[config.mk]
export PLATFORM = sky130hd
export DESIGN_NAME = tbci_core
export DESIGN_NICKNAME = d
export VERILOG_FILES = /design/src/hdl/tbci_pkg.sv /design/src/hdl/tbci_core.sv
export SDC_FILE = /design/constraint.sdc
export NUM_CORES = 2
export LEC_CHECK = 0
export BUFFER_PORTS_ARGS = -buffer_cell sky130_fd_sc_hd__buf_2
export CORE_UTILIZATION = 38
export DETAILED_ROUTE_END_ITERATION = 10
export PLACE_DENSITY = 0.59
export SYNTH_ARGS = -nofsm -noshare
export SYNTH_HDL_FRONTEND = slang
export SYNTH_SLANG_ARGS = --single-unit
[constraint.sdc]
create_clock -name pclk -period 3.8 [get_ports pclk]
set_input_delay 0.57 -clock pclk [delete_from_list [all_inputs] [get_ports pclk]]
set_output_delay 0.57 -clock pclk [all_outputs]
set_load 0.02 [all_outputs]
[src/hdl/tbci_pkg.sv]
// Constants, types and helpers for the binary telecom command interpreter
package tbci_pkg;
  localparam logic [7:0] CH_CR = 8'h0D;
  localparam logic [7:0] CH_LF = 8'h0A;
  localparam logic [7:0] CH_PROMPT = 8'h3C;
  localparam logic [7:0] CH_J = 8'h4A;
  localparam logic [7:0] CH_K = 8'h4B;
  localparam logic [7:0] CH_F = 8'h46;
  localparam logic [7:0] CH_ZERO = 8'h30;
  localparam logic [7:0] CH_NINE = 8'h39;
  localparam logic [7:0] PAR_COMMIT = 8'h00;
  localparam logic [7:0] PAR_CANCEL = 8'hFF;
  localparam logic [7:0] TERM_HI = 8'h7F;
  localparam logic [7:0] TERM_LO = 8'h00;
  localparam logic [15:0] SETUP_CODE = 16'h0C46;
  localparam logic [15:0] DEC_TEN = 16'h000A;
  localparam int LOC_MAX = 62;
  localparam logic [5:0] LOC_MAX_CNT = 6'h3E;
  localparam logic [15:0] FS_MAX_WORDS = 16'h0200;
  localparam logic [15:0] CRC_POLY = 16'h1021;
  localparam logic [15:0] CRC_INIT = 16'hFFFF;
  localparam int OPT_FS_BIT = 7;
  localparam int OPT_PORT_BIT = 6;
  localparam logic [1:0] PIDX_FLAGS = 2'h0;
  localparam logic [1:0] PIDX_OPT = 2'h1;
  localparam logic [1:0] PIDX_PORT = 2'h2;
  localparam logic [1:0] PIDX_W_OPT = 2'h1;
  localparam logic [1:0] PIDX_W_PORT = 2'h2;
  localparam logic [1:0] PIDX_W_LOC = 2'h3;
  localparam logic [1:0] BYTES_TIME = 2'h3;
  localparam logic [1:0] BYTES_LOC = 2'h3;
  localparam logic [1:0] BYTES_FS = 2'h1;
  // APB map, byte addresses
  localparam logic [7:0] ADDR_CTRL = 8'h00;
  localparam logic [7:0] ADDR_STATUS = 8'h04;
  localparam logic [7:0] ADDR_FS_PTR = 8'h08;
  localparam logic [7:0] ADDR_FS_AVAIL = 8'h0C;
  localparam int CTRL_EN_BIT = 0;
  localparam int ST_PORTS_LSB = 8;
  localparam int ST_OPT_FS_BIT = 16;
  localparam int ST_OPT_PORT_BIT = 17;
  localparam int ST_SESSION_BIT = 18;
  localparam int ST_BUSY_BIT = 19;
  localparam int ST_CNT_LSB = 24;

  typedef enum logic [4:0] {
    S_CMD, S_J_CR, S_J_LF, S_J_PROMPT, S_PARAM, S_K_CR, S_K_LF, S_FLAGS, S_PORTS,
    S_LOC_SET, S_FS_SET, S_WAIT, S_GRAB, S_BYTES, S_TERM_HI, S_TERM_LO, S_SIG_HI, S_SIG_LO
  } tbci_state_t;

  typedef enum logic [1:0] {PH_TIME, PH_LOC, PH_FS} tbci_phase_t;

  function automatic logic [15:0] tbci_crc(input logic [15:0] c, input logic [7:0] b);
    logic [15:0] x;
    x = c ^ {b, 8'h00};
    for (int i = 0; i < 8; i++) begin
      x = x[15] ? ((x << 1) ^ CRC_POLY) : (x << 1);
    end
    return x;
  endfunction : tbci_crc
endpackage : tbci_pkg

[src/hdl/tbci_core.sv]
// Binary telecom command interpreter: setup, snapshot and dump over a byte link
// Operation
// - setup opens with REQUEST_SETUP_COMMAND CR, echoed, then LF and prompt.
// - first parameter byte bit n selects user flag n+1 for toggling.
// - a toggled flag inverts its present value.
// - option byte MSB appends final-storage data to later snapshots.
// - storage option cleared at session start, kept until changed or session end.
// - option byte bit 6 adds port toggle byte and port status; session scoped.
// - low six option bits are reserved and ignored.
// - with port option, next byte toggles ports; else bytes are locations.
// - locations accepted in any order, at most 62 stored.
// - zero byte commits setup, all-ones byte cancels it.
// - cancelled setup leaves flags and earlier location list untouched.
// - snapshot is K CR, both echoed, then LF before data.
// - snapshot carries time, flags, optional ports, locations, optional storage.
// - four time bytes, flags, four bytes per location, storage, 7F 00, signature.
// - count then F dumps that many storage locations, signature, no prompt.
// - signature depends on byte values and their order.
// - snapshot signature covers first time byte through the 7F 00 terminator.
// - storage data per snapshot limited to 1024 bytes.
// - time is minutes then tenths, 16 bits each, high byte first.
// - returned flags byte bit n reports user flag n+1.
//
// Decided for this implementation: the APB interface to the registers and the address map.
`timescale 1ns/1ps
module tbci_core
  import tbci_pkg::*;
(
  input wire logic pclk,
  input wire logic presetn,
  input wire logic ce,
  input wire logic psel,
  input wire logic penable,
  input wire logic pwrite,
  input wire logic [7:0] paddr,
  input wire logic [31:0] pwdata,
  output logic [31:0] prdata,
  output logic pready,
  output logic pslverr,
  input wire logic ring,
  input wire logic rx_valid,
  input wire logic [7:0] rx_data,
  output logic rx_ready,
  output logic tx_valid,
  output logic [7:0] tx_data,
  input wire logic tx_ready,
  input wire logic [15:0] time_minutes,
  input wire logic [15:0] time_tenths,
  input wire logic [7:0] port_in,
  output logic [7:0] port_out,
  output logic [7:0] user_flags,
  output logic [7:0] loc_sel,
  input wire logic [31:0] loc_value,
  output logic [15:0] storage_read_pointer,
  input wire logic [15:0] fs_rdata
);
  typedef struct packed {
    tbci_state_t st;
    tbci_phase_t ph;
    logic dump;
    logic sig_on;
    logic [15:0] num;
    logic [15:0] crc;
    logic tx_valid;
    logic [7:0] tx_data;
    logic rx_ready;
    logic [7:0] flags;
    logic [7:0] ports;
    logic opt_fs;
    logic opt_port;
    logic [1:0] pidx;
    logic [7:0] p_flags;
    logic [7:0] p_opt;
    logic [7:0] p_port;
    logic [LOC_MAX-1:0][7:0] p_list;
    logic [5:0] p_cnt;
    logic [LOC_MAX-1:0][7:0] list;
    logic [5:0] cnt;
    logic [5:0] idx;
    logic [1:0] bcnt;
    logic [31:0] word;
    logic [15:0] fs_left;
    logic [15:0] fs_ptr;
    logic [15:0] fs_avail;
    logic [7:0] loc_sel;
    logic enable;
    logic pready;
    logic pslverr;
    logic [31:0] prdata;
  } tbci_regs_t;

  tbci_regs_t r;
  tbci_regs_t n;
  logic sess;
  logic tx_free;
  logic em;
  logic [7:0] eb;
  logic rx_take;
  logic apb_acc;
  logic apb_done;

  assign sess = r.enable & ring;
  assign tx_free = !r.tx_valid || tx_ready;
  assign rx_take = r.rx_ready && rx_valid;
  assign apb_acc = psel && penable && !r.pready;
  assign apb_done = psel && penable && r.pready;

  always_comb begin
    n = r;
    em = 1'b0;
    eb = 8'h00;
    if (r.tx_valid && tx_ready) begin
      n.tx_valid = 1'b0;
    end
    case (r.st)
      S_CMD: begin
        if (rx_take) begin
          if (rx_data >= CH_ZERO && rx_data <= CH_NINE) begin
            n.num = 16'(r.num * DEC_TEN + 16'(rx_data - CH_ZERO));
            em = 1'b1;
            eb = rx_data;
          end else if (rx_data == CH_J && r.num == SETUP_CODE) begin
            em = 1'b1;
            eb = rx_data;
            n.st = S_J_CR;
          end else if (rx_data == CH_K) begin
            em = 1'b1;
            eb = rx_data;
            n.st = S_K_CR;
          end else if (rx_data == CH_F) begin
            em = 1'b1;
            eb = rx_data;
            n.dump = 1'b1;
            n.fs_left = r.num;
            n.crc = CRC_INIT;
            n.sig_on = 1'b1;
            n.st = S_FS_SET;
            n.num = '0;
          end else begin
            n.num = '0;
          end
        end
      end
      S_J_CR, S_K_CR: begin
        if (rx_take) begin
          n.num = '0;
          if (rx_data == CH_CR) begin
            em = 1'b1;
            eb = rx_data;
            n.st = (r.st == S_J_CR) ? S_J_LF : S_K_LF;
          end else begin
            n.st = S_CMD;
          end
        end
      end
      S_J_LF, S_K_LF: begin
        if (tx_free) begin
          em = 1'b1;
          eb = CH_LF;
          n.pidx = '0;
          n.p_cnt = '0;
          n.st = (r.st == S_J_LF) ? S_J_PROMPT : S_BYTES;
          n.ph = PH_TIME;
          n.bcnt = BYTES_TIME;
          n.word = {time_minutes, time_tenths};
          n.crc = CRC_INIT;
          n.sig_on = (r.st == S_K_LF);
          n.dump = 1'b0;
        end
      end
      S_J_PROMPT: begin
        if (tx_free) begin
          em = 1'b1;
          eb = CH_PROMPT;
          n.st = S_PARAM;
        end
      end
      S_PARAM: begin
        if (rx_take) begin
          em = 1'b1;
          eb = rx_data;
          case (r.pidx)
            PIDX_FLAGS: begin
              n.p_flags = rx_data;
              n.pidx = PIDX_W_OPT;
            end
            PIDX_OPT: begin
              n.p_opt = rx_data;
              n.p_port = '0;
              n.pidx = rx_data[OPT_PORT_BIT] ? PIDX_W_PORT : PIDX_W_LOC;
            end
            PIDX_PORT: begin
              n.p_port = rx_data;
              n.pidx = PIDX_W_LOC;
            end
            default: begin
              if (rx_data == PAR_COMMIT) begin
                n.flags = r.flags ^ r.p_flags;
                n.ports = r.ports ^ r.p_port;
                n.opt_fs = r.p_opt[OPT_FS_BIT];
                n.opt_port = r.p_opt[OPT_PORT_BIT];
                n.list = r.p_list;
                n.cnt = r.p_cnt;
                n.st = S_CMD;
              end else if (rx_data == PAR_CANCEL) begin
                n.st = S_CMD;
              end else if (r.p_cnt < LOC_MAX_CNT) begin
                n.p_list[r.p_cnt] = rx_data;
                n.p_cnt = r.p_cnt + 6'h01;
              end
            end
          endcase
        end
      end
      S_FLAGS: begin
        if (tx_free) begin
          em = 1'b1;
          eb = r.flags;
          n.st = r.opt_port ? S_PORTS : S_LOC_SET;
          n.idx = '0;
        end
      end
      S_PORTS: begin
        if (tx_free) begin
          em = 1'b1;
          eb = port_in;
          n.st = S_LOC_SET;
        end
      end
      S_LOC_SET: begin
        if (r.idx < r.cnt) begin
          n.loc_sel = r.list[r.idx];
          n.ph = PH_LOC;
          n.bcnt = BYTES_LOC;
          n.st = S_WAIT;
        end else begin
          n.fs_left = !r.opt_fs ? '0 : (r.fs_avail > FS_MAX_WORDS) ? FS_MAX_WORDS
                                            : r.fs_avail;
          n.st = S_FS_SET;
        end
      end
      S_FS_SET: begin
        if (r.fs_left != '0) begin
          n.ph = PH_FS;
          n.bcnt = BYTES_FS;
          n.st = S_WAIT;
        end else begin
          n.st = r.dump ? S_SIG_HI : S_TERM_HI;
        end
      end
      S_WAIT: n.st = S_GRAB;
      S_GRAB: begin
        n.word = (r.ph == PH_FS) ? {fs_rdata, 16'h0000} : loc_value;
        n.st = S_BYTES;
      end
      S_BYTES: begin
        if (tx_free) begin
          em = 1'b1;
          eb = r.word[31:24];
          n.word = r.word << 8;
          n.bcnt = r.bcnt - 2'h1;
          if (r.bcnt == '0) begin
            case (r.ph)
              PH_TIME: n.st = S_FLAGS;
              PH_LOC: begin
                n.idx = r.idx + 6'h01;
                n.st = S_LOC_SET;
              end
              default: begin
                n.fs_left = r.fs_left - 16'h0001;
                n.fs_ptr = r.fs_ptr + 16'h0001;
                if (!r.dump) begin
                  n.fs_avail = r.fs_avail - 16'h0001;
                end
                n.st = S_FS_SET;
              end
            endcase
          end
        end
      end
      S_TERM_HI: begin
        if (tx_free) begin
          em = 1'b1;
          eb = TERM_HI;
          n.st = S_TERM_LO;
        end
      end
      S_TERM_LO: begin
        if (tx_free) begin
          em = 1'b1;
          eb = TERM_LO;
          n.st = S_SIG_HI;
        end
      end
      S_SIG_HI: begin
        if (tx_free) begin
          em = 1'b1;
          eb = r.crc[15:8];
          n.sig_on = 1'b0;
          n.st = S_SIG_LO;
        end
      end
      S_SIG_LO: begin
        if (tx_free) begin
          em = 1'b1;
          eb = r.crc[7:0];
          n.dump = 1'b0;
          n.st = S_CMD;
        end
      end
      default: n.st = S_CMD;
    endcase
    if (em) begin
      n.tx_valid = 1'b1;
      n.tx_data = eb;
      // Registered flag keeps the LF and the F echo out of the sum
      if (r.sig_on && r.st != S_SIG_HI && r.st != S_SIG_LO) begin
        n.crc = tbci_crc(n.crc, eb);
      end
    end
    // Session end drops the interpreter back to command wait and clears both options; flags, ports and locations are kept
    if (!sess) begin
      n.st = S_CMD;
      n.num = '0;
      n.opt_fs = 1'b0;
      n.opt_port = 1'b0;
      n.sig_on = 1'b0;
      n.dump = 1'b0;
    end
    // Receive only with the transmit slot empty, so every echo has room
    n.rx_ready = sess && !n.tx_valid && !rx_take && (n.st == S_CMD || n.st == S_J_CR ||
                                        n.st == S_K_CR || n.st == S_PARAM);
    // APB: one wait state, answer registered
    n.pready = 1'b0;
    n.pslverr = 1'b0;
    if (apb_acc) begin
      n.pready = 1'b1;
      n.prdata = '0;
      case (paddr)
        ADDR_CTRL: n.prdata[CTRL_EN_BIT] = r.enable;
        ADDR_STATUS: begin
          n.prdata[7:0] = r.flags;
          n.prdata[ST_PORTS_LSB +: 8] = r.ports;
          n.prdata[ST_OPT_FS_BIT] = r.opt_fs;
          n.prdata[ST_OPT_PORT_BIT] = r.opt_port;
          n.prdata[ST_SESSION_BIT] = sess;
          n.prdata[ST_BUSY_BIT] = (r.st != S_CMD);
          n.prdata[ST_CNT_LSB +: 6] = r.cnt;
        end
        ADDR_FS_PTR: n.prdata[15:0] = r.fs_ptr;
        ADDR_FS_AVAIL: n.prdata[15:0] = r.fs_avail;
        default: n.pslverr = 1'b1;
      endcase
    end
    // Writes land where the master sees pready; placed last so software wins
    if (apb_done && pwrite) begin
      case (paddr)
        ADDR_CTRL: n.enable = pwdata[CTRL_EN_BIT];
        ADDR_FS_PTR: n.fs_ptr = pwdata[15:0];
        ADDR_FS_AVAIL: n.fs_avail = pwdata[15:0];
        default: n.enable = r.enable;
      endcase
    end
  end

  always_ff @(posedge pclk or negedge presetn) begin
    if (!presetn) begin
      r <= '0;
    end else if (ce) begin
      r <= n;
    end
  end

  assign prdata = r.prdata;
  assign pready = r.pready;
  assign pslverr = r.pslverr;
  assign rx_ready = r.rx_ready;
  assign tx_valid = r.tx_valid;
  assign tx_data = r.tx_data;
  assign port_out = r.ports;
  assign user_flags = r.flags;
  assign loc_sel = r.loc_sel;
  assign storage_read_pointer = r.fs_ptr;
endmodule : tbci_core

==> results.cfg <==
[critical_path]
cp.required_ps = 4430
crit_type = reg2reg
critical_path_arrival_ps = 4410
end_kind = flop
start_kind = flop
critPathMaxFanout = 4

[final_layout]
area_growth_pct = 14.95
layout.nets = 5803
stdcell_area_um2 = 64080
layout-drive-gt1-share = 0.2177

[die]
die_y_um = 385.0
num_io_pins = 229
fp-row-count = 140
initial_core_util = 0.3830
die_w_um = 385.0
die_area_um2 = 148200
core_um2 = 145600

[global_route]
antenna_found_initial = 5
grt_overflow = 0
grt_pass1_wl_um = 239100
grt_max_degree = 126
grt_util_all_layers = 0.2077
grt_pass1_vias = 39550

[synthesis]
avgSynthCellArea_um2 = 10.18
synth_cells = 5476
synth_simple_gate_area_share = 0.1656
ys_top_cells_by_area = dfrtp_1 55%, nand2_1 13%, mux2_2 9.0%, mux4_2 3.9%, o21ai_0 2.8%
yosys.area.top_type = dfrtp_1
synth_area_um2 = 55740
synth.distinct_cells = 89
synthMuxAreaShare = 0.1424
ys.flop_type = dfrtp_1
yosys-top-cells-count = 1893 x nand2_1, 1218 x dfrtp_1, 447 x mux2_2, 314 x o21ai_0, 305 x clkbuf_1
yosysWarnings = 0
synth.top_cell.area_share = 0.5468
yosysSeqAreaShare = 0.5468
yosysMostFrequentCell = nand2_1
synth_top_family_by_area = simple AND/OR/NAND/NOR gates
synth_fa_ha_area_frac = 0.01306
synth_compound_area_frac = 0.08159
synth-edff-count = 0
synthArstFlopShare = 1.000
ys_ff_latch = 1218
yosys.area_share.xor_xnor = 0.01138

[cts]
ctsRootBufferMaster = clkbuf_16
cts_buffer_depth = 3
cts_sinks = 1218
numCtsBuffers = 133
clk_pin_slew_worst_paths_ps = 60
htreeDepth = 4
cts_tree = yes
clk_latency_ps = 780

[sta]
min_period_ps = 3781
relSlewSlack = 0.2713
tightest_slew_ps = 1093
setup-tns-final_ps = 0
rsz0062_at_grt = true
fmax_mhz = 264.5
finalSetupViolCount = 0
period_share = 0.9949
maxSlewViolCount = 0
hold_violations = 0
clock_skew_ps = 40.48

[pwr]
ir_worst_vdd_mv = 0.4245
p_leak_nw = 32.42
power.total_mw = 27.74
power.density_nw_per_um2 = 432.9

[detailed_routing]
final_antenna_net_count = 0
vias_per_cell = 5.262
dr.pass1.iters = 5
drtIter0Drc = 3049
routed_wl_um = 152600
drc = 0
vias = 40140
wl_per_cell_um = 20.00

[placed_design]
port_buffers = 206
dp_hpwl_um = 100300
globalplace.congestion = 0.8836
dpl-instance-area_um2 = 59220

[hold_path]
hold_path_class = in2reg

[outcome]
outcome = completed

[flow_run]
maxCapViolCount = 0
==> cell families after synthesis <==
group | after synthesis
compound gates | 749
simple gates | 2283
other cells | 1
mux | 616
xor+xnor | 69
flops | 1218
fa+ha+maj | 57
buf+inv | 483
==> critical path, stage by stage, from the launching register on <==
cell and delay, ps:
dfrtp_1 380, ha_1 290, ha_2 180, inv_2 40
fa_2 340, nor2b_2 140, o21ai_2 80, a21boi_2 180
o21ai_2 100, a21boi_2 160, nor2_1 70, ha_1 330
nand2_1 80, nor2_1 40, a221o_1 310, or4_1 410
a31oi_1 220, xnor2_1 90, a22o_1 190
==> report_power, final <==
group          total [mW]  switching, mW  internal, mW  leakage, nW
Clock                13.7           5.52          8.19         2.28
Combinational        1.00          0.728         0.275         13.2
Sequential           13.0         0.0345          13.0         16.9
Total                27.7           6.28          21.5         32.4
==> layout make-up <==
class	count	area [um^2]
clock buffers	192	3875
diodes	3	7.507
flip-flops and latches	1218	30490
well taps	1917	2399
clock inverters	51	808.3
multi-input cells	3780	23250
repair buffers	423	3075
fillers	13670	81490
inverters	45	168.9
==> final timing paths <==
path	startpoint	end	slack, ps	cells after the start
max	r[1208]	r[1219]	20	18
min	tx_ready	tx_valid	110	3
max reg2reg	r[1208]	r[1219]	20	18
min reg2reg	flop	r[365]	450	2
max in group asynchronous	presetn	r[161]	2240	3
min in group asynchronous	presetn	r[93]	360	2
==> cells in the final DEF, fill, tap and decap left out, types with 9 or more instances in the layout <==
master,instances
nand2_1,1892
dfrtp_1,1214
mux2_2,447
o21ai_0,311
buf_2,201
buf_4,189
a21oi_1,158
nor2_1,141
clkbuf_16,137
mux4_2,97
mux2i_1,72
xnor2_1,54
ha_1,51
nand3_1,48
inv_1,44
a22oi_1,37
a22o_1,36
o22ai_1,32
buf_12,32
nor3_1,31
clkbuf_1,31
clkbuf_8,24
a211oi_1,23
a221oi_1,23
nand2b_1,21
o221ai_1,20
clkinv_2,19
nand4_1,18
nor2b_1,17
a21o_1,16
a31oi_1,15
and3_1,15
bufinv_16,15
nor4_1,13
xor2_1,12
and2_1,10
o31ai_1,9
==> through the flow <==
| stage | worst slack (ps) | utilization | cells | hold WS (ps) |
|---|---|---|---|---|
| after global placement | -243.5 | 0.4069 | 7374 | 444.0 |
| after detailed placement | -195.7 | 0.4069 | 7374 | 450.2 |
| final | 19.48 | 0.4402 | 7629 | 106.9 |
| after floorplan | 10.78 | - | 5481 | 274.4 |
| after CTS | 1.698 | 0.4396 | 7622 | 60.36 |
| after global routing | -209.5 | 0.4401 | 7626 | 89.28 |
==> what timing repair did <==
action                     CTS  global route
cloned                       0             0
hold buffers                 1             0
gates resized for setup     12             9
pin swaps                   20            13
hold endpoints to repair    46             0
setup endpoints to repair    3             3
buffers inserted             4             4
==> metal layers <==
metal,track usage,up-vias,wire length [um]
li1,-,18730,-
met1,0.2849,20150,67880
met2,0.3378,1044,72420
met3,0.03463,211,8602
met4,0.06026,0,3694
met5,0,-,0
No activity file was read; power rests on OpenSTA's default activity.
